==> src/common/fnc_defines.svh <==
// Constants of the fieldbus node configuration and status block.
// Assumes inclusion by bare name from the package, whose macros the design file then uses.
`ifndef FNC_DEFINES_SVH
`define FNC_DEFINES_SVH

// ************************************************************
// Register byte offsets on the APB
// ************************************************************
`define FNC_OFF_NET_ADDR 12'h000
`define FNC_OFF_NET_SPEED 12'h004
`define FNC_OFF_FAIL_SRC 12'h008
`define FNC_OFF_FAULT_ACT 12'h00c
`define FNC_OFF_FAULT_VAL 12'h010
`define FNC_OFF_POINT_ACT 12'h014
`define FNC_OFF_POINT_VAL 12'h018
`define FNC_OFF_STATUS 12'h01c

// ************************************************************
// Reset values, limits and field positions
// ************************************************************
`define FNC_ADDR_RESET 6'h3f
`define FNC_SPEED_RESET 2'h0
`define FNC_SPEED_MAX 2'h2
`define FNC_SPEED_BAD 2'h3
`define FNC_ADDR_MAX 32'h0000003f
`define FNC_SWITCH_RESET 10'h3f0
`define FNC_SW_MODE 0
`define FNC_SW_HOLD 1
`define FNC_SW_SPEED_HI 2
`define FNC_SW_SPEED_LO 3
`define FNC_SW_ADDR_LO 4
`define FNC_PT_IDX_HI 4
`define FNC_PT_VAL_BIT 8
`define FNC_ST_SPEED_LO 8
`define FNC_ST_PARAM_ERR 16
`define FNC_ST_SWITCH_BAD 17
`define FNC_ST_SUPPLY_FAULT 24
`define FNC_ST_NET_MODE 25
`define FNC_DIAG_SUPPLY_BIT 2
`define FNC_DIAG_OTHER_MASK 8'hfb

// ************************************************************
// Timing
// ************************************************************
`define FNC_CLK_KHZ 250000
`define FNC_FLASH_HALF_MS 500

`endif

==> src/common/fnc_pkg.sv <==
// Types shared by the node configuration and status block.
// Assumes the defines header sits beside it on the include path.
package fnc_pkg;

    `include "fnc_defines.svh"

    // ************************************************************
    // Lamp indications
    // ************************************************************
    typedef enum logic [2:0] {
        LAMP_OFF,
        LAMP_GREEN,
        LAMP_RED,
        LAMP_GREEN_FLASH,
        LAMP_RED_FLASH
    } fnc_lamp_type;

endpackage : fnc_pkg

==> src/logic/fnc_node_config.sv <==
// Node configuration, fail-safe output and status lamp logic of a fieldbus valve node.
// Assumes a protocol engine supplies link state and output data synchronous to SYS_CLK,
// and that software reaches the settings over a zero-wait APB slave port.
//
// Implementation choices: register access over APB and the placing of the registers.
`timescale 1ns/1ps

module fnc_node_config
    import fnc_pkg::*;
#(
    parameter int FLASH_HALF = `FNC_FLASH_HALF_MS * `FNC_CLK_KHZ,
    parameter int POINTS = 32
) (
    input wire logic SYS_CLK,
    input wire logic RST_N,
    input wire logic PSEL,
    input wire logic PENABLE,
    input wire logic PWRITE,
    input wire logic [11:0] PADDR,
    input wire logic [31:0] PWDATA,
    output logic [31:0] PRDATA,
    output logic PREADY,
    output logic PSLVERR,
    input wire logic [9:0] CFG_SWITCH,
    input wire logic NET_POWER,
    input wire logic VALVE_SUPPLY_OK,
    input wire logic DUP_CHECK_DONE,
    input wire logic ONLINE,
    input wire logic CONN_ESTABLISHED,
    input wire logic WDT_ERROR,
    input wire logic BUS_OFF,
    input wire logic DUP_ADDR,
    input wire logic IO_TIMEOUT,
    input wire logic COMM_FAULT,
    input wire logic [POINTS-1:0] OUT_DATA,
    output logic [POINTS-1:0] OUTPUT_POINTS,
    output logic [5:0] NODE_ADDR,
    output logic [1:0] LINK_SPEED,
    output logic [7:0] DIAG_BYTE,
    output logic NET_LAMP_GREEN,
    output logic NET_LAMP_RED,
    output logic MOD_LAMP_GREEN,
    output logic MOD_LAMP_RED,
    output logic NET_POWER_LAMP,
    output logic VALVE_POWER_LAMP
);

    localparam int FW = $clog2(FLASH_HALF + 1);
    localparam logic [FW-1:0] FLASH_LAST = FW'(FLASH_HALF - 1);

    // ************************************************************
    // Reset release
    // ************************************************************
    logic [1:0] rst_sync_q;
    logic rst_n;

    always_ff @(posedge SYS_CLK or negedge RST_N) begin
        if (!RST_N) begin
            rst_sync_q <= 2'h0;
        end else begin
            rst_sync_q <= {rst_sync_q[0], 1'b1};
        end
    end
    assign rst_n = rst_sync_q[1];

    // ************************************************************
    // Switch sampling and decode
    // ************************************************************
    logic net_pwr_q;
    logic net_rise;
    logic [9:0] sw_q;
    logic [5:0] sw_addr;
    logic [1:0] sw_speed;
    logic net_mode;
    logic switch_bad;

    assign net_rise = NET_POWER & ~net_pwr_q;

    // Switches change only with power off, so one capture per power-up is enough.
    always_ff @(posedge SYS_CLK or negedge rst_n) begin
        if (!rst_n) begin
            net_pwr_q <= 1'b0;
            sw_q <= `FNC_SWITCH_RESET;
        end else begin
            net_pwr_q <= NET_POWER;
            if (net_rise) begin
                sw_q <= CFG_SWITCH;
            end
        end
    end

    genvar gi;
    generate
        for (gi = 0; gi < 6; gi++) begin : g_addr
            assign sw_addr[5-gi] = sw_q[`FNC_SW_ADDR_LO + gi];
        end
    endgenerate

    assign sw_speed = {sw_q[`FNC_SW_SPEED_HI], sw_q[`FNC_SW_SPEED_LO]};
    assign net_mode = sw_q[`FNC_SW_MODE];
    assign switch_bad = ~net_mode & (sw_speed == `FNC_SPEED_BAD);

    // ************************************************************
    // APB slave
    // ************************************************************
    logic wr_en;
    logic rd_setup;
    logic [31:0] rd_mux;
    logic rd_err;
    logic wr_err;
    logic [31:0] prdata_q;
    logic pslverr_q;
    logic [5:0] nv_addr_q;
    logic [1:0] nv_speed_q;
    logic fail_src_q;
    logic [POINTS-1:0] fault_act_q;
    logic [POINTS-1:0] fault_val_q;
    logic param_err_q;
    logic bad_value;
    logic good_value;
    logic supply_fault;
    logic [31:0] status_word;

    assign wr_en = PSEL & PENABLE & PWRITE;
    assign rd_setup = PSEL & ~PENABLE;
    assign supply_fault = ~VALVE_SUPPLY_OK;

    always_comb begin
        status_word = 32'h0;
        status_word[5:0] = NODE_ADDR;
        status_word[`FNC_ST_SPEED_LO +: 2] = LINK_SPEED;
        status_word[`FNC_ST_PARAM_ERR] = param_err_q;
        status_word[`FNC_ST_SWITCH_BAD] = switch_bad;
        status_word[`FNC_ST_SUPPLY_FAULT] = supply_fault;
        status_word[`FNC_ST_NET_MODE] = net_mode;
    end

    always_comb begin
        rd_mux = 32'h0;
        rd_err = 1'b0;
        wr_err = 1'b0;
        unique case (PADDR)
            `FNC_OFF_NET_ADDR: begin
                rd_mux[5:0] = nv_addr_q;
                wr_err = ~net_mode | (PWDATA > `FNC_ADDR_MAX);
            end
            `FNC_OFF_NET_SPEED: begin
                rd_mux[1:0] = nv_speed_q;
                wr_err = ~net_mode | (PWDATA > {30'h0, `FNC_SPEED_MAX});
            end
            `FNC_OFF_FAIL_SRC: rd_mux[0] = fail_src_q;
            `FNC_OFF_FAULT_ACT: rd_mux[POINTS-1:0] = fault_act_q;
            `FNC_OFF_FAULT_VAL: rd_mux[POINTS-1:0] = fault_val_q;
            `FNC_OFF_POINT_ACT, `FNC_OFF_POINT_VAL: begin
                rd_mux = 32'h0;
            end
            `FNC_OFF_STATUS: begin
                rd_mux = status_word;
                wr_err = 1'b1;
            end
            default: begin
                rd_err = 1'b1;
                wr_err = 1'b1;
            end
        endcase
    end

    // An out-of-range address or speed in network mode is a failed parameter write.
    assign bad_value = wr_en & net_mode & wr_err & ~rd_err &
        ((PADDR == `FNC_OFF_NET_ADDR) | (PADDR == `FNC_OFF_NET_SPEED));
    assign good_value = wr_en & ~wr_err &
        ((PADDR == `FNC_OFF_NET_ADDR) | (PADDR == `FNC_OFF_NET_SPEED));

    // Read data and error are captured in the setup cycle, so the slave never waits.
    always_ff @(posedge SYS_CLK or negedge rst_n) begin
        if (!rst_n) begin
            prdata_q <= 32'h0;
            pslverr_q <= 1'b0;
        end else if (rd_setup) begin
            prdata_q <= PWRITE ? 32'h0 : rd_mux;
            pslverr_q <= PWRITE ? wr_err : rd_err;
        end
    end

    assign PRDATA = prdata_q;
    assign PSLVERR = pslverr_q;
    assign PREADY = 1'b1;

    // Cleared by the power-on reset and by a power-up in local mode, so network power loss in network mode keeps them.
    always_ff @(posedge SYS_CLK or negedge rst_n) begin
        if (!rst_n) begin
            nv_addr_q <= `FNC_ADDR_RESET;
            nv_speed_q <= `FNC_SPEED_RESET;
        end else if (net_rise && !CFG_SWITCH[`FNC_SW_MODE]) begin
            nv_addr_q <= `FNC_ADDR_RESET;
            nv_speed_q <= `FNC_SPEED_RESET;
        end else if (wr_en && !wr_err && PADDR == `FNC_OFF_NET_ADDR) begin
            nv_addr_q <= PWDATA[5:0];
        end else if (wr_en && !wr_err && PADDR == `FNC_OFF_NET_SPEED) begin
            nv_speed_q <= PWDATA[1:0];
        end
    end

    always_ff @(posedge SYS_CLK or negedge rst_n) begin
        if (!rst_n) begin
            param_err_q <= 1'b0;
        end else if (bad_value) begin
            param_err_q <= 1'b1;
        end else if (good_value) begin
            param_err_q <= 1'b0;
        end
    end

    always_ff @(posedge SYS_CLK or negedge rst_n) begin
        if (!rst_n) begin
            fail_src_q <= 1'b0;
            fault_act_q <= '0;
            fault_val_q <= '0;
        end else if (wr_en) begin
            unique case (PADDR)
                `FNC_OFF_FAIL_SRC: fail_src_q <= PWDATA[0];
                `FNC_OFF_FAULT_ACT: fault_act_q <= PWDATA[POINTS-1:0];
                `FNC_OFF_FAULT_VAL: fault_val_q <= PWDATA[POINTS-1:0];
                `FNC_OFF_POINT_ACT: begin
                    fault_act_q[PWDATA[`FNC_PT_IDX_HI:0]] <= PWDATA[`FNC_PT_VAL_BIT];
                end
                `FNC_OFF_POINT_VAL: begin
                    fault_val_q[PWDATA[`FNC_PT_IDX_HI:0]] <= PWDATA[`FNC_PT_VAL_BIT];
                end
                default: begin
                end
            endcase
        end
    end

    // ************************************************************
    // Effective settings and fail-safe outputs
    // ************************************************************
    logic [POINTS-1:0] last_q;
    logic [POINTS-1:0] fault_vec;
    logic [POINTS-1:0] out_q;

    always_ff @(posedge SYS_CLK or negedge rst_n) begin
        if (!rst_n) begin
            NODE_ADDR <= `FNC_ADDR_RESET;
            LINK_SPEED <= `FNC_SPEED_RESET;
        end else begin
            NODE_ADDR <= net_mode ? nv_addr_q : sw_addr;
            LINK_SPEED <= net_mode ? nv_speed_q : sw_speed;
        end
    end

    generate
        for (gi = 0; gi < POINTS; gi++) begin : g_fault
            logic hold_b;
            logic val_b;
            assign hold_b = fail_src_q ? fault_act_q[gi] : sw_q[`FNC_SW_HOLD];
            assign val_b = fail_src_q & fault_val_q[gi];
            assign fault_vec[gi] = hold_b ? last_q[gi] : val_b;
        end
    endgenerate

    always_ff @(posedge SYS_CLK or negedge rst_n) begin
        if (!rst_n) begin
            last_q <= '0;
            out_q <= '0;
        end else begin
            if (!COMM_FAULT) begin
                last_q <= OUT_DATA;
            end
            out_q <= COMM_FAULT ? fault_vec : OUT_DATA;
        end
    end
    assign OUTPUT_POINTS = out_q;

    // ************************************************************
    // Lamps
    // ************************************************************
    logic [FW-1:0] flash_cnt_q;
    logic phase_q;
    fnc_lamp_type net_lamp_mode;
    fnc_lamp_type mod_lamp_mode;

    // One shared rate with even halves keeps both lamps flashing in step.
    always_ff @(posedge SYS_CLK or negedge rst_n) begin
        if (!rst_n) begin
            flash_cnt_q <= '0;
            phase_q <= 1'b0;
        end else if (flash_cnt_q == FLASH_LAST) begin
            flash_cnt_q <= '0;
            phase_q <= ~phase_q;
        end else begin
            flash_cnt_q <= flash_cnt_q + 1'b1;
        end
    end

    always_comb begin
        net_lamp_mode = LAMP_OFF;
        mod_lamp_mode = LAMP_GREEN;
        if (!NET_POWER) begin
            mod_lamp_mode = LAMP_OFF;
        end else if (WDT_ERROR) begin
            mod_lamp_mode = LAMP_RED;
        end else if (switch_bad || param_err_q) begin
            mod_lamp_mode = LAMP_RED_FLASH;
        end else if (BUS_OFF || DUP_ADDR) begin
            net_lamp_mode = LAMP_RED;
        end else if (IO_TIMEOUT) begin
            net_lamp_mode = LAMP_RED_FLASH;
        end else if (!DUP_CHECK_DONE) begin
            net_lamp_mode = LAMP_OFF;
        end else if (ONLINE && CONN_ESTABLISHED) begin
            net_lamp_mode = LAMP_GREEN;
        end else if (ONLINE) begin
            net_lamp_mode = LAMP_GREEN_FLASH;
        end
    end

    function automatic logic [1:0] lamp_drive(fnc_lamp_type m, logic ph);
        logic [1:0] gr;
        gr = 2'h0;
        unique case (m)
            LAMP_OFF: gr = 2'h0;
            LAMP_GREEN: gr = 2'h2;
            LAMP_RED: gr = 2'h1;
            LAMP_GREEN_FLASH: gr = {ph, 1'b0};
            LAMP_RED_FLASH: gr = {1'b0, ph};
            default: gr = 2'h0;
        endcase
        return gr;
    endfunction : lamp_drive

    always_ff @(posedge SYS_CLK or negedge rst_n) begin
        if (!rst_n) begin
            {NET_LAMP_GREEN, NET_LAMP_RED} <= 2'h0;
            {MOD_LAMP_GREEN, MOD_LAMP_RED} <= 2'h0;
            NET_POWER_LAMP <= 1'b0;
            VALVE_POWER_LAMP <= 1'b0;
            DIAG_BYTE <= 8'h0;
        end else begin
            {NET_LAMP_GREEN, NET_LAMP_RED} <= lamp_drive(net_lamp_mode, phase_q);
            {MOD_LAMP_GREEN, MOD_LAMP_RED} <= lamp_drive(mod_lamp_mode, phase_q);
            NET_POWER_LAMP <= NET_POWER;
            VALVE_POWER_LAMP <= VALVE_SUPPLY_OK;
            DIAG_BYTE <= 8'h0;
            DIAG_BYTE[`FNC_DIAG_SUPPLY_BIT] <= supply_fault;
        end
    end

    // ************************************************************
    // Checks
    // ************************************************************
    supply_flag_pair_a: assert property (@(posedge SYS_CLK) disable iff (!rst_n)
        1'b1 |=> VALVE_POWER_LAMP == $past(VALVE_SUPPLY_OK) &&
        DIAG_BYTE[`FNC_DIAG_SUPPLY_BIT] != $past(VALVE_SUPPLY_OK))
        else $error("Valve lamp and supply flag disagree.");
    net_power_lamp_a: assert property (@(posedge SYS_CLK) disable iff (!rst_n)
        $rose(NET_POWER) |=> NET_POWER_LAMP)
        else $error("Network power lamp missed power-up.");
    dark_lamps_a: assert property (@(posedge SYS_CLK) disable iff (!rst_n)
        !NET_POWER |=> !NET_LAMP_GREEN && !NET_LAMP_RED && !MOD_LAMP_GREEN && !MOD_LAMP_RED)
        else $error("State lamps lit without network power.");
    watchdog_red_a: assert property (@(posedge SYS_CLK) disable iff (!rst_n)
        NET_POWER && WDT_ERROR |=> MOD_LAMP_RED && !MOD_LAMP_GREEN && !NET_LAMP_GREEN &&
        !NET_LAMP_RED)
        else $error("Watchdog error not shown.");
    bus_off_red_a: assert property (@(posedge SYS_CLK) disable iff (!rst_n)
        NET_POWER && !WDT_ERROR && !switch_bad && !param_err_q && (BUS_OFF || DUP_ADDR)
        |=> NET_LAMP_RED && !NET_LAMP_GREEN && MOD_LAMP_GREEN)
        else $error("Bus-off indication wrong.");
    online_green_a: assert property (@(posedge SYS_CLK) disable iff (!rst_n)
        net_lamp_mode == LAMP_GREEN ##1 net_lamp_mode == LAMP_GREEN |->
        NET_LAMP_GREEN && MOD_LAMP_GREEN)
        else $error("Connected node not steady green.");
    bad_write_a: assert property (@(posedge SYS_CLK) disable iff (!rst_n)
        bad_value && NET_POWER && !WDT_ERROR ##1 NET_POWER && !WDT_ERROR |->
        param_err_q ##1 (MOD_LAMP_RED == phase_q || $past(phase_q) != phase_q))
        else $error("Failed parameter write not flagged.");
    diag_zero_a: assert property (@(posedge SYS_CLK) disable iff (!rst_n)
        (DIAG_BYTE & `FNC_DIAG_OTHER_MASK) == 8'h0)
        else $error("Diagnostic byte has stray bits.");
    local_addr_a: assert property (@(posedge SYS_CLK) disable iff (!rst_n)
        !net_mode && !net_rise |=> NODE_ADDR == {sw_q[4], sw_q[5], sw_q[6], sw_q[7],
        sw_q[8], sw_q[9]})
        else $error("Local address decode wrong.");
    clear_outputs_a: assert property (@(posedge SYS_CLK) disable iff (!rst_n)
        COMM_FAULT && !fail_src_q && !sw_q[`FNC_SW_HOLD] |=> OUTPUT_POINTS == '0)
        else $error("Outputs not cleared on fault.");
    flash_toggle_a: assert property (@(posedge SYS_CLK) disable iff (!rst_n)
        flash_cnt_q == FLASH_LAST |=> phase_q != $past(phase_q) && flash_cnt_q == '0)
        else $error("Flash phase did not toggle.");

endmodule : fnc_node_config

==> config.mk <==
export PLATFORM = sky130hd
export DESIGN_NAME = fnc_node_config
export DESIGN_NICKNAME = d
export VERILOG_FILES = /design/src/common/fnc_pkg.sv /design/src/logic/fnc_node_config.sv
export VERILOG_INCLUDE_DIRS = /design/src /design/src/common
export SDC_FILE = /design/constraint.sdc
export NUM_CORES = 1
export LEC_CHECK = 0
export BUFFER_PORTS_ARGS = -buffer_cell sky130_fd_sc_hd__buf_4
export CAP_MARGIN = 10
export CORE_MARGIN = 8
export CORE_UTILIZATION = 57
export CTS_CLUSTER_DIAMETER = 120
export CTS_CLUSTER_SIZE = 25
export DETAILED_ROUTE_END_ITERATION = 16
export PLACE_DENSITY_LB_ADDON = 0.25
export REMOVE_ABC_BUFFERS = 1
export SLEW_MARGIN = 15
export SYNTH_ARGS = -nofsm -noshare
export SYNTH_HDL_FRONTEND = slang
export SYNTH_SLANG_ARGS = --single-unit
==> constraint.sdc <==
create_clock -name SYS_CLK -period 8.8 [get_ports SYS_CLK]
set_clock_uncertainty 0.2 [all_clocks]
set_input_delay 1.76 -clock SYS_CLK [delete_from_list [all_inputs] [get_ports SYS_CLK]]
set_output_delay 1.76 -clock SYS_CLK [all_outputs]
set_load 0.02 [all_outputs]
Yosys cells after proc, flatten, opt, wreduce, memory -nomap -nowiden
Index checks and enable logic that the tools add are counted.

Bits in registers: 226. Input port bits: 101. Output and inout port bits: 88. Word-level logic and storage cells: 222.

$add $sub $neg: 1. $lt $le $gt $ge: 4. Equal/unequal tests: 18. Muxes and demuxes: 102. Bitwise logic cells: 52. Reductions and logical operators: 22.

Operator list (number): $pmux 32 s2 (2); $pmux 26 s3 (1); $mux 1 (69); $bwmux 32 (2); $mux 32 (2); $eq 12x5->1 const B (4); $and 1x1->1 (43); $gt 32x2->1 const B (1); $gt 32x6->1 const B (1); $add 27x1->27 const B (1); $eq 27x27->1 const B (1); $mux 27 (1); $eq 12x4->1 const B (2); $mux 3 (8); $mux 6 (3); $pmux 2 s4 (2); $pmux 4 s4 (1); $mux 2 (7); $eq 12x3->1 const B (1); $eq 3x2->1 const B (4); $logic_not 12->1 (1); $reduce_bool 2->1 (5); $reduce_and 2->1 (4); $reduce_or 8->1 (1); 16 further kinds (32).

Logic depth before layout (Yosys ltp)
Depth in word-level cells: 10. Depth in mapped cells: 7. Gate-level depth less buffers: 5.

Worst setup path before layout
No wires, ideal clock.

Kind: input port to flip-flop. Start: in PADDR[11]. End: reg fault_act_q[0]. Library setup time: 0.131 ns. Arrival: 3.316 ns. Data required time: 8.469 ns. Slack: 5.153 ns. Stages on the path: 6. Buffers on the path: 2. Cell sequence: or4_1 > buf_2 > nor4_4 > buf_6 > mux2i_1 > o22ai_2.

Word-level cells in the longest chain between the ends: 3. Elaborated cells between the ends (all ways): 5. Those cells by class: eq/ne (2); mux (1); reduce/logical (2).

Ends and longest elaborated chain: from (decl) (RTL line fnc_node_config.sv:19) `input wire logic [11:0] PADDR,`; $eq 12x5->1 / $eq 12x4->1 (equally long branches) (RTL line fnc_node_config.sv:220) `unique case (PADDR)`; $reduce_bool 2->1 (no source line); $reduce_and 2->1 (no source line); to (signal assigned) (RTL line fnc_node_config.sv:222) `` `FNC_OFF_FAULT_ACT: fault_act_q <= PWDATA[POINTS-1:0]; ``; to (signal, indexed assignment) (RTL line fnc_node_config.sv:225) `` fault_act_q[PWDATA[`FNC_PT_IDX_HI:0]] <= PWDATA[`FNC_PT_VAL_BIT]; ``; to (decl) (RTL line fnc_node_config.sv:116) `logic [POINTS-1:0] fault_act_q;`.

Parallel ways exist; a longest one is shown, timed or not. A chain may end at the register's enable or synchronous reset.

Worst setup path in the final report
Start: in PADDR[11]. End: reg fault_act_q[8].

Same word-level chain as after synthesis.

==> flow_metrics.py <==
metrics = {
    "yosys": {
        "ys_async_sr_fraction_pct": 100.0,
        "synth_top_area_cell": "dfrtp_1",
        "synth_edf_count": 0,
        "ys.flop_type": "dfrtp_1",
        "ys_warn_count": 0,
        "syn_area_per_cell_um2": 9.703,
        "synthesis.instances": 1221,
        "netlist_area_mm2": 0.01185,
        "synth_top_area_share_pct": 43.93,
        "ys_ff_latch": 226,
        "synth_area_leaders": "dfrtp_1 (44%), mux2i_1 (6.6%), nand2_1 (4.5%)",
        "ys_seq_area_share_pct": 47.92,
        "yosysUniqueCellTypes": 60,
    },
    "setup_path": {
        "cp-start-kind": "primary input",
        "required_ns": 8.97,
        "cp-end-kind": "register",
        "cp_max_fo": 19,
        "reg2reg_depth": 4,
        "cp_data_arrival_time_ns": 4.19,
        "path_class": "primary input to register",
    },
    "drt": {
        "remaining_drc_errors": 0,
        "drt_first_pass_iters": 6,
        "viasPerCell": 6.280,
        "wl_mm": 34.89,
        "first_iter_violations": 968,
        "num_vias": 10111,
        "postRouteAntennaNets": 0,
        "wire_per_inst_um": 21.67,
    },
    "layout": {
        "final_cells": 1610,
        "nets": 1441,
        "layout_commonest_cell": "dfrtp_1",
        "final_core_utilization_pct": 67.16,
        "syn2layout_area_growth_pct": 15.07,
        "final_cell_mix": "dfrtp_1 (207), buf_4 (196), nand2_1 (141)",
        "layout-drive-gt1-share_pct": 22.91,
        "diodes": 0,
    },
    "place": {
        "dp_slack_ns": 3.835,
        "gp_congestion": 0.8849,
        "hpwl_mm": 23.16,
        "io_buffers": 180,
        "dp.cells": 1593,
    },
    "global_route": {
        "use_met1_pct": 34.08,
        "grt_pass1_wl_mm": 56.25,
        "grtUsageMet2_pct": 43.09,
        "gr-usage-all-layers_pct": 26.50,
        "met3_usage_pct": 5.476,
        "antenna_found_initial": 0,
        "grt_pass1_vias": 10556,
        "grt.overflow.total": 0,
        "grt.busiest_layer": "met2",
        "grt_max_degree": 83,
    },
    "sta": {
        "min_period_ns": 4.023,
        "hold_slack_ns": 0.1606,
        "rsz0062_at_grt": "no",
        "tns_ns": 0,
        "hold_violations": 0,
        "max_slew_margin_pct": 18.26,
        "fin_crit_sh_pct": 45.71,
        "slew_viol_final": 0,
        "setup_ws_ns": 4.777,
        "max_freq_mhz": 248.6,
        "worstMarginPinSlew_ns": 1.223,
        "finalSetupViolCount": 0,
    },
    "outcome": {
        "status": "finished, final reports clean",
    },
    "clock_network": {
        "cts.sinks": 226,
        "cts_buffers": 13,
        "holdBufCountCts": 0,
        "clk_latency_ns": 0.48,
        "cts.clk_slew.worst_paths_ns": 0.10,
        "clock-root-buffer": "clkbuf_16",
        "cts_setup_buffers": 0,
        "cts_tree": "built",
        "post_cts_resized": 0,
        "cts.path.max_buffers": 3,
        "ctsHtreeMaxLevel": 1,
    },
    "pwr": {
        "leakage_nw": 6.159,
        "powerDensity_mw_per_mm2": 147.7,
        "irDropWorstVdd_uv": 166.1,
    },
    "worst_hold_path": {
        "hp-class": "register to register",
        "hold-path-cell-count": 0,
    },
    "floorplan": {
        "start_util_pct": 58.36,
        "pin_count": 189,
        "rows": 52,
        "fp.dieW_um": 160.2,
        "die-area_mm2": 0.02565,
        "core_area_mm2": 0.02030,
        "die_h_um": 160.2,
    },
    "flow_run": {
        "cap_violations": 0,
    },
}
per-stage QoR:
| step | instance area, um2 | total power [W] |
|---|---|---|
| finish | 13630 | 0.002014 |
| global route | 13630 | 0.002081 |
| CTS | 13620 | 0.002022 |
| detailed placement | 13260 | 0.001401 |
| global placement | 13260 | 0.001395 |
| floorplan | 11420 | 0.001264 |
worst max-delay path, cell delays in order:
cell and delay (ns):
buf_4 0.12, or4_1 0.73, nor4_4 0.64, buf_4 0.45, a22oi_1 0.13, mux2_1 0.35
report_power, final:
part	leakage (nW)	switching (W)	internal, W	total (W)
combinational	3.19	0.000155	0.000110	0.000265
sequential	2.79	0.0000316	0.00109	0.00112
clock	0.174	0.000353	0.000277	0.000630
flip-flops by register name, indices dropped and copies added (netlist names), 2 cells and up:
signal	cells
PRDATA	32
LINK_SPEED	2
nv_speed_q	2
fault_act_q	32
flash_cnt_q	27
sw_q	10
last_q	32
NODE_ADDR	6
OUTPUT_POINTS	32
fault_val_q	32
rst_sync_q	2
nv_addr_q	6
logic make-up (layout without fill, tap and decap cells):
kind of cell / count (synthesis) / count (layout) / share of synthesized area, %
XOR/XNOR: 20 / 20 / 1.479
other: 2 / 9 / 0.06339
flip-flops: 226 / 226 / 47.92
AO/OA/AOI/OAI: 285 / 285 / 16.86
AND/OR/NAND/NOR: 442 / 442 / 19.35
adder cells (fa/ha/maj): 1 / 1 / 0.1056
multiplexers: 105 / 105 / 9.156
buffers and inverters: 140 / 252 / 5.069
cell usage after synthesis, types with 4 or more instances:
library cell  instances
and3_1                5
a22oi_1              57
nand4b_1              4
nand2b_1             62
nand3_1              12
dfstp_2              18
and3b_1               6
buf_2                18
nand2_1             141
nand4_1              20
mux2i_1              78
a21oi_1               9
a221oi_1              5
buf_4                 8
o22ai_1              31
nor4_1               18
nor4bb_1              5
xor2_1                5
mux2_2               24
nor2_1              107
nand3b_1              6
or3b_2                5
dfrtp_1             208
a222oi_1              5
or4_1                 4
o22ai_2              30
o21ai_0              72
inv_1                39
nor4b_1               4
a211oi_1             32
clkbuf_1             63
nor2b_1               6
o21ai_1              31
nor3_1               10
buf_1                 9
xnor2_1              15
path summary, 6_finish.rpt:
check                              start             end  slack, ns
min                        rst_sync_q[0]   rst_sync_q[1]       0.16
max reg2reg                      sw_q[0]    nv_addr_q[1]       5.94
min in group asynchronous  rst_sync_q[1]  fault_val_q[0]       0.26
max                            PADDR[11]  fault_act_q[8]       4.78
max in group asynchronous  rst_sync_q[1]      last_q[31]       6.59
min reg2reg                rst_sync_q[0]   rst_sync_q[1]       0.16
routing by layer:
layer	vias to the layer above	routed length, um
met5	-	0
met4	0	1379
met3	105	3148
met2	509	16600
met1	4935	13760
li1	4562	-
layout make-up:
type	count	area (um2)
clock inverters	1	30.03
well taps	270	337.8
clock buffers	15	332.8
flip-flops and latches	226	5682
fillers	1675	6666
repair buffers	197	1483
inverters	39	146.4
multi-input cells	862	5622
No activity file was read; power rests on OpenSTA's default activity.
